`src/logic/adc_seq_pkg.sv`:
```
package adc_seq_pkg;
   // register indices; byte address is four times the index
   localparam logic [7:0] CONV_CFG_IDX = 8'h05;
   localparam logic [7:0] IRQ_EN_IDX = 8'h06;
   localparam logic [7:0] TRIG_MODE_IDX = 8'h08;
   localparam logic [7:0] CHAN_SEL_IDX = 8'h10;
   localparam logic [7:0] STATUS_IDX = 8'h11;
   localparam logic [7:0] COMMAND_IDX = 8'h12;
   localparam logic [7:0] CONV_CFG_RST = 8'h00;
   localparam logic [7:0] IRQ_EN_RST = 8'h00;
   localparam logic [7:0] TRIG_MODE_RST = 8'h00;
   localparam logic [7:0] CHAN_SEL_RST = 8'h00;
   // converter config bits
   localparam int SERIAL_START_BIT = 0;
   localparam int FIFO_EN_BIT = 1;
   // interrupt enable bit for scan data ready
   localparam int SCAN_RDY_IE_BIT = 1;
   // command bits (self clearing)
   localparam int CMD_READ_BIT = 0;
   localparam int CMD_SCAN_BIT = 1;
   localparam int CMD_STOP_BIT = 2;
   localparam logic [2:0] MODE_IDLE = 3'h0;
   localparam logic [2:0] MODE_MANUAL = 3'h2;
   localparam logic [2:0] MODE_MANUAL_DLY = 3'h3;
   localparam logic [2:0] MODE_AUTO_MANCH = 3'h4;
   localparam logic [2:0] MODE_SINGLE_SCAN = 3'h5;
   localparam logic [2:0] MODE_MULTI_SCAN = 3'h6;
   localparam logic [2:0] LAST_CHANNEL = 3'h7;
   localparam logic [2:0] FIFO_LAST = 3'h7;
   // conversion clock timing, counted in half periods
   localparam int CORE_PERIOD_NS = 10;
   localparam int CONVERSION_CLOCK_HALF_NS = 125;
   localparam int HALF_CYC = CONVERSION_CLOCK_HALF_NS / CORE_PERIOD_NS;
   localparam logic [3:0] HALF_CYC_LAST = 4'(HALF_CYC - 1);
   localparam logic [5:0] ACQ_HALVES = 6'd17;
   localparam logic [5:0] CONV_HALVES = 6'd27;
   localparam logic [5:0] GAP_HALVES = 6'd36;

   typedef enum logic [3:0] {
      ST_IDLE = 4'b0001,
      ST_ACQ = 4'b0010,
      ST_CONV = 4'b0100,
      ST_GAP = 4'b1000
   } seq_state_t;

   typedef struct packed {
      logic run;
      logic gap;
      logic converting;
      logic acquiring;
   } seq_status_t;
endpackage

```
`src/logic/adc_trigger_scan_sequencer.sv`:
```
`timescale 1ns/1ps
// Operation
// RL1: mode field of trigger mode register picks manual trigger modes 2 and 3
// RL2: manual modes start on start pin low, or serial read when bit 0 set
// RL3: mode 2 follows any host channel, converting only on request
// RL4: mode 3 moves multiplexer to next channel when sampling ends
// RL5: config bit 1 enables result FIFO, else bypassed, in all modes
// RL6: host sets first channel, mode 3, second channel, then pulses start
// RL7: host configures all channels before enabling auto modes
// RL8: mode 5 scans selected channels once, serial command starts next scan
// RL9: mode 5 with FIFO restarts FIFO contents at each new scan
// RL10: mode 6 cycles start channel up to 7, wraps, until stop or mode change
// RL11: mode 6 with FIFO and enable bit 1 raises scan data ready
// RL12: mode 6 FIFO full after eight conversions, later ones overwrite
// RL13: mode 4 self triggers, host picks channel, delayed switch always on
// RL14: mode 4 host sets second channel within 10 us of mode select
// RL15: start pin works independently of chip select
// RL16: acquire 8.5 conversion clocks, then convert for 13.5
// RL17: host spaces conversion starts at least 40 conversion clocks
// RL18: auto modes restart 18 conversion clocks after conversion end
// RL19: mode codes 0 idle, 2..6 as listed, 1 and 7 reserved
// RL20: timing runs from a 4 MHz conversion clock; code uses 12 core cycles (120 ns) per half period, about 4.17 MHz
// RL21: reserved modes act as idle, no conversions
// RL22: start pin ignored in idle and auto trigger modes
module adc_trigger_scan_sequencer
   import adc_seq_pkg::*;
(
   input wire logic i_core_clk,
   input wire logic i_rst_b,
   input wire logic [9:0] i_address,
   input wire logic i_read,
   input wire logic i_write,
   input wire logic [31:0] i_writedata,
   output logic [31:0] o_readdata,
   output logic o_waitrequest,
   input wire logic i_conv_start_n,
   output logic [2:0] o_mux_channel,
   output seq_status_t o_status,
   output logic o_fifo_enable,
   output logic o_conv_done,
   output logic o_fifo_restart,
   output logic o_scan_ready
);
   logic ack_q;
   logic wr_en;
   logic [7:0] idx;
   logic [7:0] conv_cfg_q;
   logic [7:0] irq_en_q;
   logic [7:0] trig_mode_q;
   logic [7:0] chan_sel_q;
   logic [2:0] cmd_q;
   logic mode_wr_q;
   logic [2:0] pin_sync_q;
   logic pin_fall;
   logic [3:0] div_q;
   logic tick;
   logic [5:0] cnt_q;
   seq_state_t state_q;
   logic run_q;
   logic [2:0] mux_q;
   logic [2:0] fifo_cnt_q;
   logic [2:0] mode;
   logic manual;
   logic auto_mode;
   logic delay_mux;
   logic manual_start;
   logic acq_end;
   logic conv_end;
   logic gap_end;

   function automatic logic is_auto(input logic [2:0] m);
      is_auto = (m == MODE_AUTO_MANCH) || (m == MODE_SINGLE_SCAN) ||
         (m == MODE_MULTI_SCAN);
   endfunction

   assign idx = i_address[9:2];
   assign o_waitrequest = (i_read | i_write) & ~ack_q;
   assign wr_en = i_write & ack_q;
   assign mode = trig_mode_q[2:0];
   // RL19 RL21 mode decode
   assign manual = (mode == MODE_MANUAL) || (mode == MODE_MANUAL_DLY);
   assign auto_mode = is_auto(mode);
   // RL13 delay always on
   assign delay_mux = (mode == MODE_MANUAL_DLY) || (mode == MODE_AUTO_MANCH);
   assign pin_fall = pin_sync_q[2] & ~pin_sync_q[1];
   // RL2 trigger source select
   assign manual_start = manual && (conv_cfg_q[SERIAL_START_BIT] ?
      cmd_q[CMD_READ_BIT] : pin_fall);
   // one counter serves all phases, so each end must match its own state
   assign acq_end = tick && state_q == ST_ACQ && cnt_q == ACQ_HALVES - 6'd1;
   assign conv_end = tick && state_q == ST_CONV && cnt_q == CONV_HALVES - 6'd1;
   assign gap_end = tick && state_q == ST_GAP && cnt_q == GAP_HALVES - 6'd1;
   // RL5 fifo enable
   assign o_fifo_enable = conv_cfg_q[FIFO_EN_BIT];
   assign o_mux_channel = mux_q;
   assign o_status = '{run: run_q, gap: (state_q == ST_GAP),
      converting: (state_q == ST_CONV), acquiring: (state_q == ST_ACQ)};

   // one wait cycle per access, answer at the second edge
   always_ff @(posedge i_core_clk or negedge i_rst_b) begin
      if (!i_rst_b) begin
         ack_q <= 1'b0;
      end else begin
         ack_q <= (i_read | i_write) & ~ack_q;
      end
   end

   always_ff @(posedge i_core_clk or negedge i_rst_b) begin
      if (!i_rst_b) begin
         o_readdata <= 32'h0;
      end else if (i_read && !ack_q) begin
         unique case (idx)
            CONV_CFG_IDX: o_readdata <= {24'h0, conv_cfg_q};
            IRQ_EN_IDX: o_readdata <= {24'h0, irq_en_q};
            TRIG_MODE_IDX: o_readdata <= {24'h0, trig_mode_q};
            CHAN_SEL_IDX: o_readdata <= {24'h0, chan_sel_q};
            STATUS_IDX: o_readdata <= {25'h0, fifo_cnt_q, o_status};
            default: o_readdata <= 32'h0;
         endcase
      end
   end

   // RL1 mode register write
   always_ff @(posedge i_core_clk or negedge i_rst_b) begin
      if (!i_rst_b) begin
         conv_cfg_q <= CONV_CFG_RST;
         irq_en_q <= IRQ_EN_RST;
         trig_mode_q <= TRIG_MODE_RST;
         chan_sel_q <= CHAN_SEL_RST;
         mode_wr_q <= 1'b0;
         cmd_q <= 3'h0;
      end else begin
         mode_wr_q <= wr_en && (idx == TRIG_MODE_IDX);
         cmd_q <= 3'h0;
         if (wr_en) begin
            unique case (idx)
               CONV_CFG_IDX: conv_cfg_q <= i_writedata[7:0];
               IRQ_EN_IDX: irq_en_q <= i_writedata[7:0];
               TRIG_MODE_IDX: trig_mode_q <= i_writedata[7:0];
               CHAN_SEL_IDX: chan_sel_q <= i_writedata[7:0];
               COMMAND_IDX: cmd_q <= i_writedata[2:0];
               default: ;
            endcase
         end
      end
   end

   // RL15 pin sampled alone, no chip select gating
   always_ff @(posedge i_core_clk or negedge i_rst_b) begin
      if (!i_rst_b) begin
         pin_sync_q <= 3'h7;
      end else begin
         pin_sync_q <= {pin_sync_q[1:0], i_conv_start_n};
      end
   end

   // RL20 half conversion clock enable
   always_ff @(posedge i_core_clk or negedge i_rst_b) begin
      if (!i_rst_b) begin
         div_q <= 4'h0;
      end else begin
         div_q <= (div_q == HALF_CYC_LAST) ? 4'h0 : div_q + 4'h1;
      end
   end
   assign tick = (div_q == HALF_CYC_LAST);

   // RL8 run flag for auto modes
   always_ff @(posedge i_core_clk or negedge i_rst_b) begin
      if (!i_rst_b) begin
         run_q <= 1'b0;
      end else if (mode_wr_q) begin
         run_q <= auto_mode;
      end else if (cmd_q[CMD_STOP_BIT] || !auto_mode) begin
         run_q <= 1'b0;
      end else if (cmd_q[CMD_SCAN_BIT] && mode == MODE_SINGLE_SCAN) begin
         run_q <= 1'b1;
      end else if (conv_end && mode == MODE_SINGLE_SCAN &&
            mux_q == LAST_CHANNEL) begin
         run_q <= 1'b0;
      end
   end

   // RL16 acquire then convert
   always_ff @(posedge i_core_clk or negedge i_rst_b) begin
      if (!i_rst_b) begin
         state_q <= ST_IDLE;
         cnt_q <= 6'h0;
      end else if (mode_wr_q) begin
         // a mode change abandons any conversion in flight
         state_q <= ST_IDLE;
         cnt_q <= 6'h0;
      end else begin
         if (tick) begin
            cnt_q <= cnt_q + 6'h1;
         end
         unique case (state_q)
            ST_IDLE: begin
               cnt_q <= 6'h0;
               // RL22 pin ignored outside manual
               if (manual_start || (run_q && auto_mode)) begin
                  state_q <= ST_ACQ;
               end
            end
            ST_ACQ: begin
               if (acq_end) begin
                  state_q <= ST_CONV;
                  cnt_q <= 6'h0;
               end
            end
            ST_CONV: begin
               if (conv_end) begin
                  cnt_q <= 6'h0;
                  // RL18 auto restart gap
                  state_q <= (run_q && !cmd_q[CMD_STOP_BIT] &&
                     !(mode == MODE_SINGLE_SCAN && mux_q == LAST_CHANNEL))
                     ? ST_GAP : ST_IDLE;
               end
            end
            ST_GAP: begin
               if (!run_q) begin
                  state_q <= ST_IDLE;
               end else if (gap_end) begin
                  state_q <= ST_CONV;
                  cnt_q <= 6'h0;
               end
            end
            default: state_q <= ST_IDLE;
         endcase
      end
   end

   // multiplexer channel control
   always_ff @(posedge i_core_clk or negedge i_rst_b) begin
      if (!i_rst_b) begin
         mux_q <= 3'h0;
      end else if (mode_wr_q ||
            (cmd_q[CMD_SCAN_BIT] && mode == MODE_SINGLE_SCAN)) begin
         mux_q <= chan_sel_q[2:0];
      end else if (mode == MODE_MANUAL && state_q == ST_IDLE) begin
         // RL3 free channel choice
         mux_q <= chan_sel_q[2:0];
      end else if (delay_mux && (acq_end || gap_end)) begin
         // RL4 switch when sampling ends
         mux_q <= chan_sel_q[2:0];
      end else if (conv_end && (mode == MODE_SINGLE_SCAN ||
            mode == MODE_MULTI_SCAN)) begin
         // RL10 wrap to start channel
         mux_q <= (mux_q == LAST_CHANNEL) ? chan_sel_q[2:0] : mux_q + 3'h1;
      end
   end

   // RL12 eight results fill the FIFO
   always_ff @(posedge i_core_clk or negedge i_rst_b) begin
      if (!i_rst_b) begin
         fifo_cnt_q <= 3'h0;
         o_conv_done <= 1'b0;
         o_fifo_restart <= 1'b0;
         o_scan_ready <= 1'b0;
      end else begin
         o_conv_done <= (state_q == ST_CONV) && conv_end && !mode_wr_q;
         // RL9 new scan restarts FIFO
         o_fifo_restart <= conv_cfg_q[FIFO_EN_BIT] && (mode_wr_q ||
            (cmd_q[CMD_SCAN_BIT] && mode == MODE_SINGLE_SCAN));
         // RL11 scan ready pulse
         o_scan_ready <= o_conv_done && mode == MODE_MULTI_SCAN &&
            conv_cfg_q[FIFO_EN_BIT] && irq_en_q[SCAN_RDY_IE_BIT] &&
            fifo_cnt_q == FIFO_LAST;
         if (o_fifo_restart) begin
            fifo_cnt_q <= 3'h0;
         end else if (o_conv_done && conv_cfg_q[FIFO_EN_BIT]) begin
            fifo_cnt_q <= fifo_cnt_q + 3'h1;
         end
      end
   end

   property p_acq_len;
      @(posedge i_core_clk) disable iff (!i_rst_b)
      $rose(state_q == ST_ACQ) && !mode_wr_q |->
         (state_q == ST_ACQ) [*8] ##1 (cnt_q < ACQ_HALVES);
   endproperty
   a_acq_len: assert property (p_acq_len) // RL16
      else $error("acquisition ended early");

   property p_acq_to_conv;
      @(posedge i_core_clk) disable iff (!i_rst_b)
      state_q == ST_ACQ && acq_end && !mode_wr_q |=> state_q == ST_CONV;
   endproperty
   a_acq_to_conv: assert property (p_acq_to_conv) // RL16
      else $error("no conversion after acquisition");

   property p_manual_start;
      @(posedge i_core_clk) disable iff (!i_rst_b)
      state_q == ST_IDLE && manual && !mode_wr_q && pin_fall &&
         !conv_cfg_q[SERIAL_START_BIT] |=> state_q == ST_ACQ;
   endproperty
   a_manual_start: assert property (p_manual_start) // RL2
      else $error("start pin did not start a conversion");

   property p_pin_ignored;
      @(posedge i_core_clk) disable iff (!i_rst_b)
      state_q == ST_IDLE && !manual && !run_q |=> state_q == ST_IDLE;
   endproperty
   a_pin_ignored: assert property (p_pin_ignored) // RL22
      else $error("conversion started outside manual modes");

   property p_reserved;
      @(posedge i_core_clk) disable iff (!i_rst_b)
      !manual && !auto_mode && $past(!manual && !auto_mode) |->
         state_q == ST_IDLE;
   endproperty
   a_reserved: assert property (p_reserved) // RL21
      else $error("busy in idle or reserved mode");

   property p_gap_auto;
      @(posedge i_core_clk) disable iff (!i_rst_b)
      state_q == ST_GAP && !mode_wr_q |-> auto_mode;
   endproperty
   a_gap_auto: assert property (p_gap_auto) // RL18
      else $error("auto gap in a manual mode");

   property p_mode2_mux;
      @(posedge i_core_clk) disable iff (!i_rst_b)
      mode == MODE_MANUAL && state_q == ST_IDLE && !mode_wr_q |=>
         mux_q == $past(chan_sel_q[2:0]);
   endproperty
   a_mode2_mux: assert property (p_mode2_mux) // RL3
      else $error("mode 2 channel not followed");

   property p_delay_mux;
      @(posedge i_core_clk) disable iff (!i_rst_b)
      delay_mux && state_q == ST_ACQ && acq_end && !mode_wr_q |=>
         mux_q == $past(chan_sel_q[2:0]);
   endproperty
   a_delay_mux: assert property (p_delay_mux) // RL4
      else $error("delayed switch missed");

   property p_wrap;
      @(posedge i_core_clk) disable iff (!i_rst_b)
      mode == MODE_MULTI_SCAN && conv_end && state_q == ST_CONV &&
         !mode_wr_q && mux_q == LAST_CHANNEL |=>
         mux_q == $past(chan_sel_q[2:0]);
   endproperty
   a_wrap: assert property (p_wrap) // RL10
      else $error("multi scan did not wrap");

   property p_scan_ready;
      @(posedge i_core_clk) disable iff (!i_rst_b)
      o_scan_ready |-> $past(o_conv_done) && mode == MODE_MULTI_SCAN &&
         irq_en_q[SCAN_RDY_IE_BIT];
   endproperty
   a_scan_ready: assert property (p_scan_ready) // RL11
      else $error("spurious scan ready");

   c_manual: cover property (@(posedge i_core_clk)
      manual && state_q == ST_ACQ ##[1:300] o_conv_done);
   c_gap: cover property (@(posedge i_core_clk)
      state_q == ST_GAP ##[1:500] state_q == ST_CONV);
   c_ready: cover property (@(posedge i_core_clk) o_scan_ready);
endmodule

```
`config.mk`:
```
export PLATFORM = sky130hd
export DESIGN_NAME = adc_trigger_scan_sequencer
export DESIGN_NICKNAME = d
export VERILOG_FILES = /design/src/logic/adc_seq_pkg.sv /design/src/logic/adc_trigger_scan_sequencer.sv
export SDC_FILE = /design/constraint.sdc
export NUM_CORES = 1
export LEC_CHECK = 0
export ABC_AREA = 0
export ABC_CLOCK_PERIOD_IN_PS = 2300
export BUFFER_PORTS_ARGS = -buffer_cell sky130_fd_sc_hd__buf_4
export CAP_MARGIN = 30
export CORE_ASPECT_RATIO = 1.1
export CORE_MARGIN = 8
export CORE_UTILIZATION = 38
export CTS_CLUSTER_DIAMETER = 40
export DETAILED_ROUTE_END_ITERATION = 10
export PLACE_DENSITY = 0.7
export SLEW_MARGIN = 20
export SYNTH_ARGS = -nofsm -noshare
export SYNTH_HDL_FRONTEND = slang
export SYNTH_SLANG_ARGS = --single-unit
```
`constraint.sdc`:
```
create_clock -name i_core_clk -period 2.3 [get_ports i_core_clk]
set_clock_uncertainty 0.2 [all_clocks]
set_input_delay 0.115 -clock i_core_clk [delete_from_list [all_inputs] [get_ports i_core_clk]]
set_output_delay 0.115 -clock i_core_clk [all_outputs]
set_load 0.02 [all_outputs]
```
* Word-level counts from Yosys, hierarchy flattened
Index checks and enable logic that the tools add are counted.
Storage, ports and cells: output and inout bits 44, input bits 47, register bits after elaboration 96
Cells by class: equality and inequality tests 25, add/subtract/negate cells 4, muxes and demuxes 31, reductions and logical operators 49, bitwise gates (word level) 6
Operators with widths (number):
- 8-bit one-hot mux with 5 select lines | 1
- 6-bit two-way mux | 6
- 4-bit two-way mux | 8
- 1-bit logical AND | 27
- 3-bit two-way mux | 9
- 8-bit by 5-bit equality test with 1-bit output, second input constant | 3
- 6-bit one-hot mux with 4 select lines | 1
- 8-bit by 3-bit equality test with 1-bit output, second input constant | 2
- 4-bit one-hot mux with 4 select lines | 1
- 3-bit equality test, second input constant | 5
- 6-bit by 5-bit equality test with 1-bit output, second input constant | 2
- 1-bit logical OR | 9
- 4-bit equality test, second input constant | 2
- 8-bit by 4-bit equality test with 1-bit output, second input constant | 1
- 2-bit AND reduction | 4
- 4-bit nonzero test | 2
- 3-bit by 1-bit adder with 3-bit output, second input constant | 2
- 6-bit by 1-bit adder with 6-bit output, second input constant | 1
- 3-bit by 2-bit equality test with 1-bit output, second input constant | 2
- 6-bit equality test, second input constant | 1
- 3-bit by 1-bit inequality test with 1-bit output, second input constant | 2
- 1-bit logical NOT | 5
- 1-bit two-way mux | 5
- 4-bit by 1-bit adder with 4-bit output, second input constant | 1
- other kinds (10) | 13

* Longest topological paths before layout
word-level depth 9, gate-level depth with buffers 7, depth with buffers taken out 7

* Worst setup path after synthesis
No wires, ideal clock.
path type register -> register, start register state_q[2], end register mux_q[0], in the netlist o_mux_channel[0], arrival 1851 ps, cell stages (with the launch flop) 6, library setup time 121 ps, required time 1979 ps, slack 128 ps, path buffers 0, cells stage by stage dfrtp_1 nor4b_2 nand3_1 a211oi_2 nor3_1 o22a_1
RTL lines:
- from (decl) | line adc_trigger_scan_sequencer.sv:58 | seq_state_t state_q;
- from (signal assigned) | line adc_trigger_scan_sequencer.sv:214 | state_q <= (run_q && !cmd_q[CMD_STOP_BIT] &&
- to (signal assigned) | line adc_trigger_scan_sequencer.sv:238 | mux_q <= chan_sel_q[2:0];
- to (signal assigned) | line adc_trigger_scan_sequencer.sv:241 | mux_q <= chan_sel_q[2:0];
- to (signal assigned) | line adc_trigger_scan_sequencer.sv:244 | mux_q <= chan_sel_q[2:0];
- to (decl) | line adc_trigger_scan_sequencer.sv:60 | logic [2:0] mux_q;

* Final worst setup path
start register state_q[3], end register mux_q[0], in the netlist o_mux_channel[0]
Between the ends: cells in the longest elaborated chain, start to end 8
RTL lines:
- 4-bit by 2-bit equality test with 1-bit output or 4-bit equality test (tied branches) | line adc_trigger_scan_sequencer.sv:90, adc_trigger_scan_sequencer.sv:92
- 1-bit logical AND, on equally long branches (2 in a row) | line adc_trigger_scan_sequencer.sv:90, adc_trigger_scan_sequencer.sv:92
- 1-bit logical OR | line adc_trigger_scan_sequencer.sv:242 | end else if (delay_mux && (acq_end || gap_end)) begin
- 1-bit logical AND | line adc_trigger_scan_sequencer.sv:242
- 3-bit two-way mux | line adc_trigger_scan_sequencer.sv:242
- 3-bit two-way mux | line adc_trigger_scan_sequencer.sv:239 | end else if (mode == MODE_MANUAL && state_q == ST_IDLE) begin
- 3-bit two-way mux | line adc_trigger_scan_sequencer.sv:236 | end else if (mode_wr_q ||
Parallel ways exist; a longest one is shown, timed or not. A chain may end at the register's enable or synchronous reset.

==> results.md <==
- Yosys top cell by area: dfrtp_1
- Fin nets: 453
- Worst Min Path Start: i_address[2]
- Flop-to-flop setup slack: 0.13 ns
- NetSw: 835 uW
- Synth Area per Inst: 11.1 um2
- Data required, critical path: 2.35 ns
- Routed vias: 2697
- CP arrival: 2.22 ns
- R2R depth: 4
- Hold Crit Class: primary input to register
- ANT cells: 0
- Min-Delay Path Depth: 4
- Drt via density: 5.16
- Reg2reg end: o_mux_channel[0]
- Die Ht: 120 um
- Pwr dens: 644 mW/mm2
- PortBufs: 40
- Vias in the first global route: 2869
- Die width: 110 um
- Clk slew on worst S/H paths: 0.09 ns
- Area Overhead vs Synth: 20.0%
- Core area: 0.00970 mm2
- Placer Congestion: 0.842
- Total die area: 0.0132 mm2
- Hold Path Sink: o_readdata[7]
- Leak Pwr: 0.00212 uW
- I/O pin cnt: 91
- Largest net degree at the start of global routing: 73
- Crit path capture type: register
- Max-slew headroom: 49.0%
- Num CTS Buffers: 9
- Synth cell types: 54
- Final Hold Viols: 0
- Setup Fix Bufs, Post-CTS: 0
- Synth top area cells: dfrtp_1 46%, mux2_2 10%, buf_4 5.3%
- Fin Setup TNS: 0 ns
- CTS Buffer Depth: 2
- Worst reg2reg path startpoint: state_q[3]
- Primary FF master, synth: dfrtp_1
- Fin Hold WS: 0.0703 ns
- First-pass DRT Iterations: 4
- Fmax: 461 MHz
- ANT nets after route: 0
- Clock latency on the worst-skew pair: 0.36 ns
- Synth top cells by count: 68 x dfrtp_1, 34 x mux2_2, 26 x buf_4, 25 x nor2_1, 17 x nand2_1
- Initial antenna violation count: 0
- Status: finished, final reports clean
- Sink Count: 72
- Tcrit/Tclk final: 94.4%
- Most common cell in the netlist: dfrtp_1
- Clock power frac: 37.0%
- Post-route DRC: 0
- Initial detailed-routing violation count: 129
- DR WL/cell: 16.0 um
- Sequential share of the synthesized area: 48.6%
- Sequential fraction of design power: 48.3%
- Max cap viols: 0
- Synth Warn #: 0
- Rows: 38
- CTS tree: built
- Net Sw Frac: 29.1%
- Slew Viols, Final: 0
- Syn Inst Count: 336
- Post-synth top area share: 45.8%
- Setup CP Type: register to register
- Post-synth EDFFs: 0
- Internal: 2030 uW
- H-tree depth: 3
- GRT Residual Overflow: 0
- VDD IR max: 382 uV
- Total GRT Usage: 13.3%
- Share of flip-flops with an asynchronous set or reset: 100%
- CTS hold repair buffers: 12
- Startpoint class of the critical path: register
- First-pass GRT wire length: 14.1 mm
- CP Max Fanout: 7
- Mapped Area: 0.00371 mm2
- Minimum clock period: 2.17 ns
- Share of cells above drive strength 1: 31.0%
- Total Wirelength: 8.37 mm
- RSZ-0062 raised after global routing: false
- Logic gate share of total power: 14.6%
- Worst slew pin tran: 0.763 ns
- Initial Util: 38.3%
- Final HPWL DP: 6.17 mm
- Synth Register Bits: 72
- Clock root buffer: clkbuf_8
- CTS resizes: 0
- Number of fillers in the final layout: 909
- Setup violations, final: 0
==> layout make-up <==
| type | count | area, um2 | share of cell area [%] |
|---|---|---|---|
| Sequential cell | 72 | 1810 | 40.5 |
| Multi-Input combinational cell | 240 | 1720 | 38.5 |
| Timing Repair Buffer | 65 | 541 | 12.1 |
| Tap cell | 120 | 150 | 3.37 |
| Clock buffer | 9 | 124 | 2.78 |
| Clock inverter | 7 | 83.8 | 1.88 |
| Inverter | 10 | 37.5 | 0.842 |
==> per-stage QoR <==
step	instances	total power, uW	utilization [%]	setup slack [ns]	cell area (um2)
floorplan	359	1670	-	0.128	3800
detailed placement	493	1810	42.2	0.141	4090
finish	523	2870	46.0	0.130	4460
CTS	521	2890	45.6	0.128	4420
global route	523	2970	46.0	0.0252	4460
global placement	493	1800	42.2	0.179	4090
==> worst max path at each step <==
stage	start	end	slack, ns	cells after the start
CTS	state_q[3]	o_mux_channel[0]	0.13	4
global route	state_q[3]	o_mux_channel[0]	0.03	4
finish	state_q[3]	o_mux_channel[0]	0.13	4
detailed placement	state_q[3]	o_mux_channel[0]	0.14	4
floorplan	state_q[2]	o_mux_channel[0]	0.13	5
global placement	state_q[3]	o_mux_channel[0]	0.18	4
==> cell families (layout without fill, tap and decap cells) <==
kind of cell	Yosys count	count (layout)	synth area share, %
other	1	24	0.101
AND/OR/NAND/NOR	104	104	16.7
flip-flops	72	72	48.6
XOR/XNOR	7	7	1.65
multiplexers	36	36	10.8
adder cells (fa/ha/maj)	8	8	2.69
buffers and inverters	47	91	7.48
AO/OA/AOI/OAI	61	61	11.9
==> per-layer routing <==
metal  vias to the layer above  global-route usage [%]  routed length [um]
li1                       1284                       -                   -
met1                      1317                    16.7                3610
met2                        86                    21.9                4110
met3                        10                    2.25                 502
met4                         0                    5.67                 143
met5                         -                       0                   0
==> cell usage in the layout, fill, tap and decap left out, types with 10 or more instances in the layout <==
cell           synthesis  layout
a22o_1                15      15
nand3_1               11      11
nor2b_1               10      10
a21oi_1               14      14
conb_1                 1      24
buf_4                 26      51
nor2_1                25      25
dfrtp_1               68      68
o21ai_0               11      11
dlygate4sd3_1          0      13
nand2_1               17      17
mux2_2                34      34
==> power by group through the flow <==
stage                     sequential [uW]  clock (uW)  combinational [uW]
after floorplan                      1440           0                 223
after global placement               1410           0                 391
after detailed placement             1410           0                 399
after CTS                            1390        1080                 417
after global routing                 1400        1110                 459
final                                1390        1060                 420
==> flip-flops by register name, indices dropped and copies added, names as in the netlist, 3 cells and up <==
signal	flops
chan_sel_q	8
state_q	4
pin_sync_q	3
o_mux_channel	3
o_readdata	8
trig_mode_q	8
cmd_q	3
irq_en_q	8
cnt_q	6
conv_cfg_q	8
div_q	4
fifo_cnt_q	3
==> critical path, stage by stage, from the launching register on <==
cell and delay [ns]:
dfrtp_1 0.45, or4b_4 0.61, nor3_4 0.28, mux2_2 0.36
o22a_1 0.17
(Power assumes the default switching activity.)
